--- config.mk ---
export PLATFORM = sky130hd
export DESIGN_NAME = tsc_status_control
export DESIGN_NICKNAME = d
export VERILOG_FILES = /design/src/rtl/tsc_pkg.sv /design/src/rtl/tsc_flash_timer.sv /design/src/rtl/tsc_pin_sync.sv /design/src/rtl/tsc_status_control.sv
export SDC_FILE = /design/constraint.sdc
export NUM_CORES = 1
export LEC_CHECK = 0
export BUFFER_PORTS_ARGS = -buffer_cell sky130_fd_sc_hd__buf_2
export CAP_MARGIN = 20
export CORE_MARGIN = 1
export CORE_UTILIZATION = 41
export CTS_CLUSTER_DIAMETER = 200
export DETAILED_ROUTE_END_ITERATION = 6
export PLACE_DENSITY_LB_ADDON = 0.05
export SLEW_MARGIN = 30
export SYNTH_ARGS = -nofsm -noshare
export SYNTH_HDL_FRONTEND = slang
export SYNTH_SLANG_ARGS = --single-unit
export TNS_END_PERCENT = 10
--- constraint.sdc ---
create_clock -name clk -period 2.2 [get_ports clk]
set_input_delay 0.22 -clock clk [delete_from_list [all_inputs] [get_ports clk]]
set_output_delay 0.22 -clock clk [all_outputs]
set_load 0.02 [all_outputs]
--- src/rtl/tsc_pkg.sv ---
// Shared constants for the terminal status control block
package tsc_pkg;

  // Register byte offsets on the APB port
  localparam logic [7:0] OFS_CTRL = 8'h00;
  localparam logic [7:0] OFS_LAMP = 8'h04;
  localparam logic [7:0] OFS_ATTR = 8'h08;
  localparam logic [7:0] OFS_CFG  = 8'h0C;
  localparam logic [7:0] OFS_IDLE = 8'h10;
  localparam logic [7:0] OFS_STAT = 8'h14;
  localparam logic [7:0] OFS_LOUT = 8'h18;

  // Status-control word fields
  localparam int BIT_DISP     = 15;
  localparam int BIT_BUZ_CONT = 13;
  localparam int BIT_BUZ_INT  = 12;
  localparam int BIT_BL_RED   = 11;
  localparam int BIT_BL_FLASH = 10;
  localparam int CHG_LO       = 8;

  // Configuration fields
  localparam int CFG_BLANK_EN = 0;
  localparam int CFG_BLANK_BL = 1;

  // Status register fields
  localparam int STAT_DISP    = 0;
  localparam int STAT_BL      = 1;
  localparam int STAT_RED     = 2;
  localparam int STAT_BUZ     = 3;
  localparam int STAT_BLANK   = 4;
  localparam int STAT_APPLIED = 5;

  // Reset values
  localparam logic [15:0] CTRL_RST = 16'h0000;
  localparam logic [15:0] LAMP_RST = 16'h0000;
  localparam logic [15:0] ATTR_RST = 16'h0000;
  localparam logic [1:0]  CFG_RST  = 2'h0;
  localparam logic [15:0] IDLE_RST = 16'h003C;

  // Timing
  localparam int CLK_HZ        = 40_000_000;
  localparam int FLASH_HALF_MS = 500;
  localparam int BUZZ_HALF_MS  = 250;
  localparam int IDLE_TICK_MS  = 1000;
  localparam int FLASH_HALF_CYC = (CLK_HZ / 1000) * FLASH_HALF_MS;
  localparam int BUZZ_HALF_CYC  = (CLK_HZ / 1000) * BUZZ_HALF_MS;
  localparam int IDLE_TICK_CYC  = (CLK_HZ / 1000) * IDLE_TICK_MS;

  typedef enum logic [1:0] {
    BL_WHITE     = 2'b00,
    BL_RED_FLASH = 2'b10,
    BL_RED       = 2'b11
  } tsc_bl_mode_t;

  typedef enum logic {
    IDLE_RUN   = 1'b0,
    IDLE_BLANK = 1'b1
  } tsc_idle_state_t;

endpackage

--- src/rtl/tsc_flash_timer.sv ---
// Free running half-period timer giving a square phase and a tick
`timescale 1ns/1ps
`default_nettype none
module tsc_flash_timer #(
  parameter int HALF_CYC = 20_000_000
) (
  input  wire logic clk,      // Device clock
  input  wire logic srst,     // Synchronous reset
  output logic      phase,    // Square wave, toggles each half period
  output logic      tick      // One-cycle pulse at each half period end
);
  localparam int CW = (HALF_CYC > 1) ? $clog2(HALF_CYC) : 1;
  localparam logic [CW-1:0] LAST = CW'(HALF_CYC - 1);

  logic [CW-1:0] count_ff;
  logic          phase_ff;
  logic          tick_ff;

  always_ff @(posedge clk)
  begin
    if (srst)
    begin
      count_ff <= '0;
      phase_ff <= 1'b0;
      tick_ff  <= 1'b0;
    end
    else if (count_ff == LAST)
    begin
      count_ff <= '0;
      phase_ff <= ~phase_ff;
      tick_ff  <= 1'b1;
    end
    else
    begin
      count_ff <= count_ff + CW'(1);
      tick_ff  <= 1'b0;
    end
  end

  assign phase = phase_ff;
  assign tick  = tick_ff;
endmodule // tsc_flash_timer
`default_nettype wire

--- src/rtl/tsc_pin_sync.sv ---
// Three-stage pin synchroniser with agreement filter and rise pulse
`timescale 1ns/1ps
`default_nettype none
module tsc_pin_sync (
  input  wire logic clk,      // Device clock
  input  wire logic srst,     // Synchronous reset
  input  wire logic pinIn,    // Asynchronous pin level
  output logic      level,    // Filtered level
  output logic      rise      // One-cycle pulse on filtered rise
);
  logic s1_ff;
  logic s2_ff;
  logic s3_ff;
  logic level_ff;
  logic rise_ff;

  always_ff @(posedge clk)
  begin
    if (srst)
    begin
      s1_ff <= 1'b0;
      s2_ff <= 1'b0;
      s3_ff <= 1'b0;
    end
    else
    begin
      s1_ff <= pinIn;
      s2_ff <= s1_ff;
      s3_ff <= s2_ff;
    end
  end

  // A change counts only once stages two and three agree
  always_ff @(posedge clk)
  begin
    if (srst)
    begin
      level_ff <= 1'b0;
      rise_ff  <= 1'b0;
    end
    else
    begin
      rise_ff <= (s2_ff == s3_ff) && s3_ff && !level_ff;
      if (s2_ff == s3_ff)
      begin
        level_ff <= s3_ff;
      end
    end
  end

  assign level = level_ff;
  assign rise  = rise_ff;
endmodule // tsc_pin_sync
`default_nettype wire

--- src/rtl/tsc_status_control.sv ---
// Terminal status-control word decoder with APB register port
// Notes on behaviour
// - Bit 15 clear: backlight off, colour ignored
// - Backlight: white, red flashing, or steady red
// - Blank display or backlight after idle period
// - Ignore word after reset until it changes
// - Display on while bit 15 is set
// - Bit 13 set: buzzer sounds continuously
// - Bit 12 set: buzzer sounds on-off
// - Both buzzer bits clear: buzzer silent
// - Lamp bit 0 unlit, 1 lit
// - Per-lamp attribute selects steady or flashing
//
// Our own choices: the placing of the registers and the APB interface to the registers.
`timescale 1ns/1ps
`default_nettype none
module tsc_status_control #(
  parameter int NUM_LAMPS      = 16,
  parameter int FLASH_HALF_CYC = tsc_pkg::FLASH_HALF_CYC,
  parameter int BUZZ_HALF_CYC  = tsc_pkg::BUZZ_HALF_CYC,
  parameter int IDLE_TICK_CYC  = tsc_pkg::IDLE_TICK_CYC
) (
  input  wire logic                 clk,           // Device clock, 40 MHz
  input  wire logic                 srst,          // Synchronous reset, active high
  input  wire logic                 psel,          // APB select
  input  wire logic                 penable,       // APB enable
  input  wire logic                 pwrite,        // APB direction, 1 = write
  input  wire logic [7:0]           paddr,         // APB byte address
  input  wire logic [31:0]          pwdata,        // APB write data
  input  wire logic [3:0]           pstrb,         // APB byte strobes
  output logic      [31:0]          prdata,        // APB read data
  output logic                      pready,        // APB ready
  output logic                      pslverr,       // APB error, unmapped address
  input  wire logic                 touchActivity, // Operator touch pin, async
  output logic                      displayOn,     // Display enable
  output logic                      backlightOn,   // Backlight enable
  output logic                      backlightRed,  // Backlight colour, 1 = red
  output logic                      buzzerOn,      // Buzzer drive
  output logic      [NUM_LAMPS-1:0] lampLit        // Lamp and touch switch lit
);

  localparam int LW = (NUM_LAMPS > 16) ? 16 : NUM_LAMPS;

  function automatic logic isMapped(input logic [7:0] a);
    isMapped = (a == tsc_pkg::OFS_CTRL) || (a == tsc_pkg::OFS_LAMP) ||
               (a == tsc_pkg::OFS_ATTR) || (a == tsc_pkg::OFS_CFG) ||
               (a == tsc_pkg::OFS_IDLE) || (a == tsc_pkg::OFS_STAT) ||
               (a == tsc_pkg::OFS_LOUT);
  endfunction

  // Merge the two low byte lanes of a write into a 16-bit register
  function automatic logic [15:0] mergeLanes(input logic [15:0] old,
                                              input logic [31:0] wd,
                                              input logic [3:0]  st);
    mergeLanes = old;
    if (st[0])
    begin
      mergeLanes[7:0] = wd[7:0];
    end
    if (st[1])
    begin
      mergeLanes[15:8] = wd[15:8];
    end
  endfunction

  // Bus decode
  logic        wrAccess;
  logic        rdSetup;
  logic        wrCtrl;
  logic        wrLamp;
  logic        wrAttr;
  logic        wrCfg;
  logic        wrIdle;
  logic        wrStat;

  assign wrAccess = psel && penable && pwrite;
  assign rdSetup  = psel && !penable && !pwrite;
  assign wrCtrl   = wrAccess && (paddr == tsc_pkg::OFS_CTRL);
  assign wrLamp   = wrAccess && (paddr == tsc_pkg::OFS_LAMP);
  assign wrAttr   = wrAccess && (paddr == tsc_pkg::OFS_ATTR);
  assign wrCfg    = wrAccess && (paddr == tsc_pkg::OFS_CFG);
  assign wrIdle   = wrAccess && (paddr == tsc_pkg::OFS_IDLE);
  assign wrStat   = wrAccess && (paddr == tsc_pkg::OFS_STAT);
  assign pready   = 1'b1;
  assign pslverr  = psel && penable && !isMapped(paddr);

  // Software registers
  logic [15:0] ctrlWord_ff;
  logic [15:0] lampCtrl_ff;
  logic [15:0] lampAttr_ff;
  logic [1:0]  cfg_ff;
  logic [15:0] idlePeriod_ff;

  always_ff @(posedge clk)
  begin
    if (srst)
    begin
      ctrlWord_ff   <= tsc_pkg::CTRL_RST;
      lampCtrl_ff   <= tsc_pkg::LAMP_RST;
      lampAttr_ff   <= tsc_pkg::ATTR_RST;
      cfg_ff        <= tsc_pkg::CFG_RST;
      idlePeriod_ff <= tsc_pkg::IDLE_RST;
    end
    else
    begin
      if (wrCtrl)
      begin
        ctrlWord_ff <= mergeLanes(ctrlWord_ff, pwdata, pstrb);
      end
      if (wrLamp)
      begin
        lampCtrl_ff <= mergeLanes(lampCtrl_ff, pwdata, pstrb);
      end
      if (wrAttr)
      begin
        lampAttr_ff <= mergeLanes(lampAttr_ff, pwdata, pstrb);
      end
      if (wrCfg && pstrb[0])
      begin
        cfg_ff <= pwdata[1:0];
      end
      if (wrIdle)
      begin
        idlePeriod_ff <= mergeLanes(idlePeriod_ff, pwdata, pstrb);
      end
    end
  end

  // Change detection on the upper byte of the control word
  logic [7:0] shadow_ff;
  logic [7:0] applied_ff;
  logic       ctrlChanged;
  logic       appliedFlag_ff;

  assign ctrlChanged = ctrlWord_ff[15:tsc_pkg::CHG_LO] != shadow_ff;

  always_ff @(posedge clk)
  begin
    if (srst)
    begin
      // Copy and applied state start equal, so nothing acts until a change
      shadow_ff  <= tsc_pkg::CTRL_RST[15:tsc_pkg::CHG_LO];
      applied_ff <= 8'h00;
    end
    else if (ctrlChanged)
    begin
      applied_ff <= ctrlWord_ff[15:tsc_pkg::CHG_LO];
      shadow_ff  <= ctrlWord_ff[15:tsc_pkg::CHG_LO];
    end
  end

  // Sticky applied flag, cleared by writing one; a new change wins
  always_ff @(posedge clk)
  begin
    if (srst)
    begin
      appliedFlag_ff <= 1'b0;
    end
    else if (ctrlChanged)
    begin
      appliedFlag_ff <= 1'b1;
    end
    else if (wrStat && pstrb[0] && pwdata[tsc_pkg::STAT_APPLIED])
    begin
      appliedFlag_ff <= 1'b0;
    end
  end

  // Decoded applied fields
  logic                  enDisp;
  logic                  buzCont;
  logic                  buzInt;
  tsc_pkg::tsc_bl_mode_t blMode;

  assign enDisp  = applied_ff[tsc_pkg::BIT_DISP - tsc_pkg::CHG_LO];
  assign buzCont = applied_ff[tsc_pkg::BIT_BUZ_CONT - tsc_pkg::CHG_LO];
  assign buzInt  = applied_ff[tsc_pkg::BIT_BUZ_INT - tsc_pkg::CHG_LO];

  always_comb
  begin
    if (!applied_ff[tsc_pkg::BIT_BL_RED - tsc_pkg::CHG_LO])
    begin
      blMode = tsc_pkg::BL_WHITE;
    end
    else if (applied_ff[tsc_pkg::BIT_BL_FLASH - tsc_pkg::CHG_LO])
    begin
      blMode = tsc_pkg::BL_RED;
    end
    else
    begin
      blMode = tsc_pkg::BL_RED_FLASH;
    end
  end

  // Timing sources
  logic flashPhase;
  logic buzzPhase;
  logic idleTick;
  logic touchLevel;
  logic touchRise;

  tsc_flash_timer #(
    .HALF_CYC (FLASH_HALF_CYC)
  ) uFlash (
    .clk   (clk),
    .srst  (srst),
    .phase (flashPhase),
    .tick  ()
  );

  tsc_flash_timer #(
    .HALF_CYC (BUZZ_HALF_CYC)
  ) uBuzz (
    .clk   (clk),
    .srst  (srst),
    .phase (buzzPhase),
    .tick  ()
  );

  tsc_flash_timer #(
    .HALF_CYC (IDLE_TICK_CYC)
  ) uIdleTick (
    .clk   (clk),
    .srst  (srst),
    .phase (),
    .tick  (idleTick)
  );

  tsc_pin_sync uTouch (
    .clk   (clk),
    .srst  (srst),
    .pinIn (touchActivity),
    .level (touchLevel),
    .rise  (touchRise)
  );

  // Inactivity blanking
  tsc_pkg::tsc_idle_state_t idleState_ff;
  tsc_pkg::tsc_idle_state_t nxt_idleState;
  logic [15:0]              idleCount_ff;
  logic                     blankEn;
  logic                     blankBacklight;
  logic                     touched;

  assign blankEn        = cfg_ff[tsc_pkg::CFG_BLANK_EN];
  assign blankBacklight = cfg_ff[tsc_pkg::CFG_BLANK_BL];
  assign touched        = touchRise || touchLevel;

  always_comb
  begin
    nxt_idleState = idleState_ff;
    case (idleState_ff)
      tsc_pkg::IDLE_RUN:
      begin
        if (blankEn && !touched && (idlePeriod_ff != 16'h0000) &&
            (idleCount_ff >= idlePeriod_ff))
        begin
          nxt_idleState = tsc_pkg::IDLE_BLANK;
        end
      end
      tsc_pkg::IDLE_BLANK:
      begin
        if (touched || !blankEn)
        begin
          nxt_idleState = tsc_pkg::IDLE_RUN;
        end
      end
      default:
      begin
        nxt_idleState = tsc_pkg::IDLE_RUN;
      end
    endcase
  end

  always_ff @(posedge clk)
  begin
    if (srst)
    begin
      idleState_ff <= tsc_pkg::IDLE_RUN;
    end
    else
    begin
      idleState_ff <= nxt_idleState;
    end
  end

  // Counts idle ticks, restarting on any operator activity
  always_ff @(posedge clk)
  begin
    if (srst)
    begin
      idleCount_ff <= 16'h0000;
    end
    else if (touched || !blankEn || (idleState_ff != tsc_pkg::IDLE_RUN))
    begin
      idleCount_ff <= 16'h0000;
    end
    else if (idleTick && (idleCount_ff != 16'hFFFF))
    begin
      idleCount_ff <= idleCount_ff + 16'h0001;
    end
  end

  // Display, backlight and buzzer drive
  logic blanked;
  logic displayOn_ff;
  logic backlightOn_ff;
  logic backlightRed_ff;
  logic buzzerOn_ff;

  assign blanked = idleState_ff == tsc_pkg::IDLE_BLANK;

  always_ff @(posedge clk)
  begin
    if (srst)
    begin
      displayOn_ff   <= 1'b0;
      backlightOn_ff <= 1'b0;
    end
    else
    begin
      displayOn_ff   <= enDisp && !(blanked && !blankBacklight);
      backlightOn_ff <= enDisp && !(blanked && blankBacklight);
    end
  end

  // Colour only counts while bit 15 of the applied word is set, even if blanking turns the backlight off
  always_ff @(posedge clk)
  begin
    if (srst)
    begin
      backlightRed_ff <= 1'b0;
    end
    else if (!enDisp)
    begin
      backlightRed_ff <= 1'b0;
    end
    else
    begin
      case (blMode)
        tsc_pkg::BL_RED:       backlightRed_ff <= 1'b1;
        tsc_pkg::BL_RED_FLASH: backlightRed_ff <= flashPhase;
        default:               backlightRed_ff <= 1'b0;
      endcase
    end
  end

  // Continuous takes priority over intermittent
  always_ff @(posedge clk)
  begin
    if (srst)
    begin
      buzzerOn_ff <= 1'b0;
    end
    else if (buzCont)
    begin
      buzzerOn_ff <= 1'b1;
    end
    else if (buzInt)
    begin
      buzzerOn_ff <= buzzPhase;
    end
    else
    begin
      buzzerOn_ff <= 1'b0;
    end
  end

  // Lamp and touch switch drive
  logic [NUM_LAMPS-1:0] lampLit_ff;
  logic [NUM_LAMPS-1:0] lampCtrlW;
  logic [NUM_LAMPS-1:0] lampAttrW;

  always_comb
  begin
    lampCtrlW     = '0;
    lampAttrW     = '0;
    lampCtrlW[LW-1:0] = lampCtrl_ff[LW-1:0];
    lampAttrW[LW-1:0] = lampAttr_ff[LW-1:0];
  end

  always_ff @(posedge clk)
  begin
    if (srst)
    begin
      lampLit_ff <= '0;
    end
    else
    begin
      lampLit_ff <= lampCtrlW & (~lampAttrW | {NUM_LAMPS{flashPhase}});
    end
  end

  // Read data, registered in the setup phase
  logic [31:0] statusWord;
  logic [31:0] lampOutWord;
  logic [31:0] prdata_ff;

  always_comb
  begin
    statusWord                        = 32'h0000_0000;
    statusWord[tsc_pkg::STAT_DISP]    = displayOn_ff;
    statusWord[tsc_pkg::STAT_BL]      = backlightOn_ff;
    statusWord[tsc_pkg::STAT_RED]     = backlightRed_ff;
    statusWord[tsc_pkg::STAT_BUZ]     = buzzerOn_ff;
    statusWord[tsc_pkg::STAT_BLANK]   = blanked;
    statusWord[tsc_pkg::STAT_APPLIED] = appliedFlag_ff;
    lampOutWord                       = 32'h0000_0000;
    lampOutWord[LW-1:0]               = lampLit_ff[LW-1:0];
  end

  always_ff @(posedge clk)
  begin
    if (srst)
    begin
      prdata_ff <= 32'h0000_0000;
    end
    else if (rdSetup)
    begin
      case (paddr)
        tsc_pkg::OFS_CTRL: prdata_ff <= {16'h0000, ctrlWord_ff};
        tsc_pkg::OFS_LAMP: prdata_ff <= {16'h0000, lampCtrl_ff};
        tsc_pkg::OFS_ATTR: prdata_ff <= {16'h0000, lampAttr_ff};
        tsc_pkg::OFS_CFG:  prdata_ff <= {30'h0000_0000, cfg_ff};
        tsc_pkg::OFS_IDLE: prdata_ff <= {16'h0000, idlePeriod_ff};
        tsc_pkg::OFS_STAT: prdata_ff <= statusWord;
        tsc_pkg::OFS_LOUT: prdata_ff <= lampOutWord;
        default:           prdata_ff <= 32'h0000_0000;
      endcase
    end
  end

  assign prdata       = prdata_ff;
  assign displayOn    = displayOn_ff;
  assign backlightOn  = backlightOn_ff;
  assign backlightRed = backlightRed_ff;
  assign buzzerOn     = buzzerOn_ff;
  assign lampLit      = lampLit_ff;

endmodule // tsc_status_control
`default_nettype wire

==> flow_summary.yaml <==
sta:
  rsz0062_at_grt: "no"
  finalHoldViolCount: 0
  worst_pin_slew_ps: 632
  post-route-period-util_pct: 92.4
  setup_viol: 0
  fin_crit_ps: 2030
  worst_slack_ps: 167
  fin_tns_setup_ps: 0
  fin_worst_skew_ps: 13.5
  slew_headroom_pct: 57.9
  fmax_ghz: 0.492
  slew_viol_final: 0
layout:
  drive_above_1_share_pct: 14.5
  antenna_cells: 0
  final_common_cell: "dfxtp_1"
  mostFrequentLayoutCells: "dfxtp_1, nor2_1, nand2_1, mux2i_1, buf_2"
  syn_to_final_growth_pct: 19.4
  layoutNonFillerInstCount: 1519
  final_core_util_pct: 50.2
  finalNetCount: 1261
critical_path:
  r2r-end: "uFlash.count_ff[22]"
  end_kind: "register"
  startpoint: "uFlash.count_ff[1]"
  ff2ff_path_depth: 6
  crit_fanout: 7
  slowest_stage: "or3_1"
  max_stage_delay_ps: 440
  path_cells: "ha_1 > nand3_1 > or3_1 > or2_4 > or3b_1 > a21oi_1"
  reg2reg_slack_ps: 170
  startpoint_type: "register"
  worstSetupPathType: "register to register"
  cp_data_required_time_ps: 2640
  endpoint: "uFlash.count_ff[22]"
  r2r_start: "uFlash.count_ff[1]"
  critPathArrivalTime_ps: 2480
routing:
  route.detailed.drc: 0
  viasPerCell: 5.07
  totalWireLength_mm: 24.0
  ant_nets: 0
  via_count: 7702
  drtIter0Drc: 292
  wl_per_cell_um: 15.8
  drtPass1Iterations: 4
cts:
  root_buffer: "clkbuf_16"
  cts_made_buffers: 24
  clock_latency_ps: 520
  clk_pin_slew_ps: 60
  cts_tree: "done"
  htree_levels: 1
  postCtsSetupRepairBufs: 0
  clock_path_buffers: 3
  cts_num_sinks: 211
global_routing:
  grt_pass1_vias: 7539
  grt_pass1_wl_mm: 39.7
  antenna_found_initial: 0
  grt_max_degree: 58
  track_usage_pct: 20.7
  grt_overflow_total: 0
yosys:
  synth_area_um2: 9590
  synth_top_area_share_pct: 44.1
  synth_seq_cells: 211
  synth-edff-count: 0
  synth-main-ff-cell: "dfxtp_1"
  syn-instance-count: 1079
  synth.largest_area_cell: "dfxtp_1"
  synth_top_cells_by_area: "dfxtp_1, mux2i_1, nor2_1"
  yosys.cell_types.count: 64
  ys_warn_count: 0
  async_flop_share_pct: 0
  ys_seq_area_share_pct: 44.1
  avgSynthCellArea_um2: 8.88
die:
  rows: 55
  die_area_um2: 24000
  start_util_pct: 42.1
  die_y_um: 155
  core_area_um2: 22800
  dieWidth_um: 155
  pin_count: 104
placement:
  io_buffer_count: 68
  dpl_worst_slack_ps: 162
  dp_hpwl_mm: 17.0
  place_inst: 1460
  place.gp.congestion: 0.784
outcome:
  status: "finished, final reports clean"
pwr:
  leakagePower_uw: 0.00450
  finalPower_uw: 8390
  power_density_nw_per_um2: 733
  vdd_drop_max_mv: 0.531
job:
  cap_violations: 0
min_path:
  min_path_type: "input pin to register"
==> through the flow <==
step / instance area [um^2] / hold slack [ps]
2_1_floorplan: 9640 / 348
3_3_place_gp: 10400 / 418
3_5_place_dp: 10400 / 424
4_1_cts: 11400 / 6.26
5_1_grt: 11400 / 39.6
6_report: 11400 / 29.4
==> report_power, final <==
group          internal (uW)  switching, uW
Clock                   2650           1560
Combinational            112            214
Sequential              3840           15.2
Total                   6600           1790
==> Yosys cell counts (4+ instances only) <==
master and instances:
or3_1 7, nor4b_1 5, nor2_1 179, nor2b_1 33, nand2_1 73, xor2_1 54
a21oi_1 34, buf_1 5, xnor2_1 27, buf_2 10, nand3_1 39, dfxtp_1 211
and3_1 11, o21ai_0 38, o31ai_1 8, a211oi_1 4, and4_1 6, nor3_1 13
nor4_1 15, inv_1 31, a221oi_1 14, clkbuf_1 33, a31oi_1 5, nand4_1 31
nor3b_1 21, mux2i_1 70, a22o_1 7, buf_4 17, ha_1 21, a211o_1 4
==> layout make-up <==
| cell class | count | area (um^2) |
|---|---|---|
| multi-input cells | 786 | 4970 |
| fillers | 2245 | 11300 |
| clock buffers | 35 | 733 |
| clock inverters | 7 | 110 |
| flip-flops and latches | 211 | 4220 |
| inverters | 31 | 116 |
| well taps | 313 | 392 |
| repair buffers | 136 | 896 |
==> worst max-delay path: cells and delay by family, from the launching register on <==
kind / cells / cell delay, ps
and+or+nand+nor: 4 / 1230
AOI/OAI and AO/OA: 1 / 140
DFF: 1 / 370
adders and majority gates: 1 / 240
==> layer usage <==
metal | vias up | routed length [um] | global-route usage [%]
li1 | 3948 | - | -
met1 | 3561 | 11400 | 27.8
met2 | 148 | 11000 | 34.0
met3 | 45 | 905 | 2.40
met4 | 0 | 721 | 7.78
met5 | - | 0 | 0
==> registers in the layout (all words and copies together), names as in the netlist, 2 cells and up <==
register            count
uIdleTick.count_ff     26
uFlash.count_ff        25
uBuzz.count_ff         24
ctrlWord_ff            16
idleCount_ff           16
idlePeriod_ff          16
lampAttrW              16
lampCtrlW              16
lampLit                16
prdata                 16
applied_ff              8
cfg_ff                  2
==> how the worst min path moves through the flow <==
stage	from	to	slack (ps)	cells past startpoint
after CTS	pwdata[15]	idlePeriod_ff[15]	6	3
after global routing	pwdata[15]	lampAttrW[15]	40	3
after floorplan	touchActivity	uTouch.s1_ff	350	1
after detailed placement	uTouch.s1_ff	uTouch.s2_ff	420	1
final	pwdata[15]	ctrlWord_ff[15]	30	3
after global placement	uTouch.s1_ff	uTouch.s2_ff	420	1
==> cells by family (layout without fill, tap and decap cells) <==
logic type	count (synthesis)	after routing	synth area share [%]
adder cells (fa/ha/maj)	21	21	2.74
other	2	17	0.0783
AO/OA/AOI/OAI	131	131	8.88
multiplexers	73	73	8.01
XOR/XNOR	81	81	7.40
flip-flops	211	211	44.1
buffers and inverters	97	209	4.67
AND/OR/NAND/NOR	463	463	24.2
==> timing repair <==
| action | CTS | global route |
|---|---|---|
| gates resized for setup | 0 | 0 |
| hold buffers | 17 | 0 |
| endpoints found under the hold margin | 36 | 0 |
(Power assumes the default switching activity.)
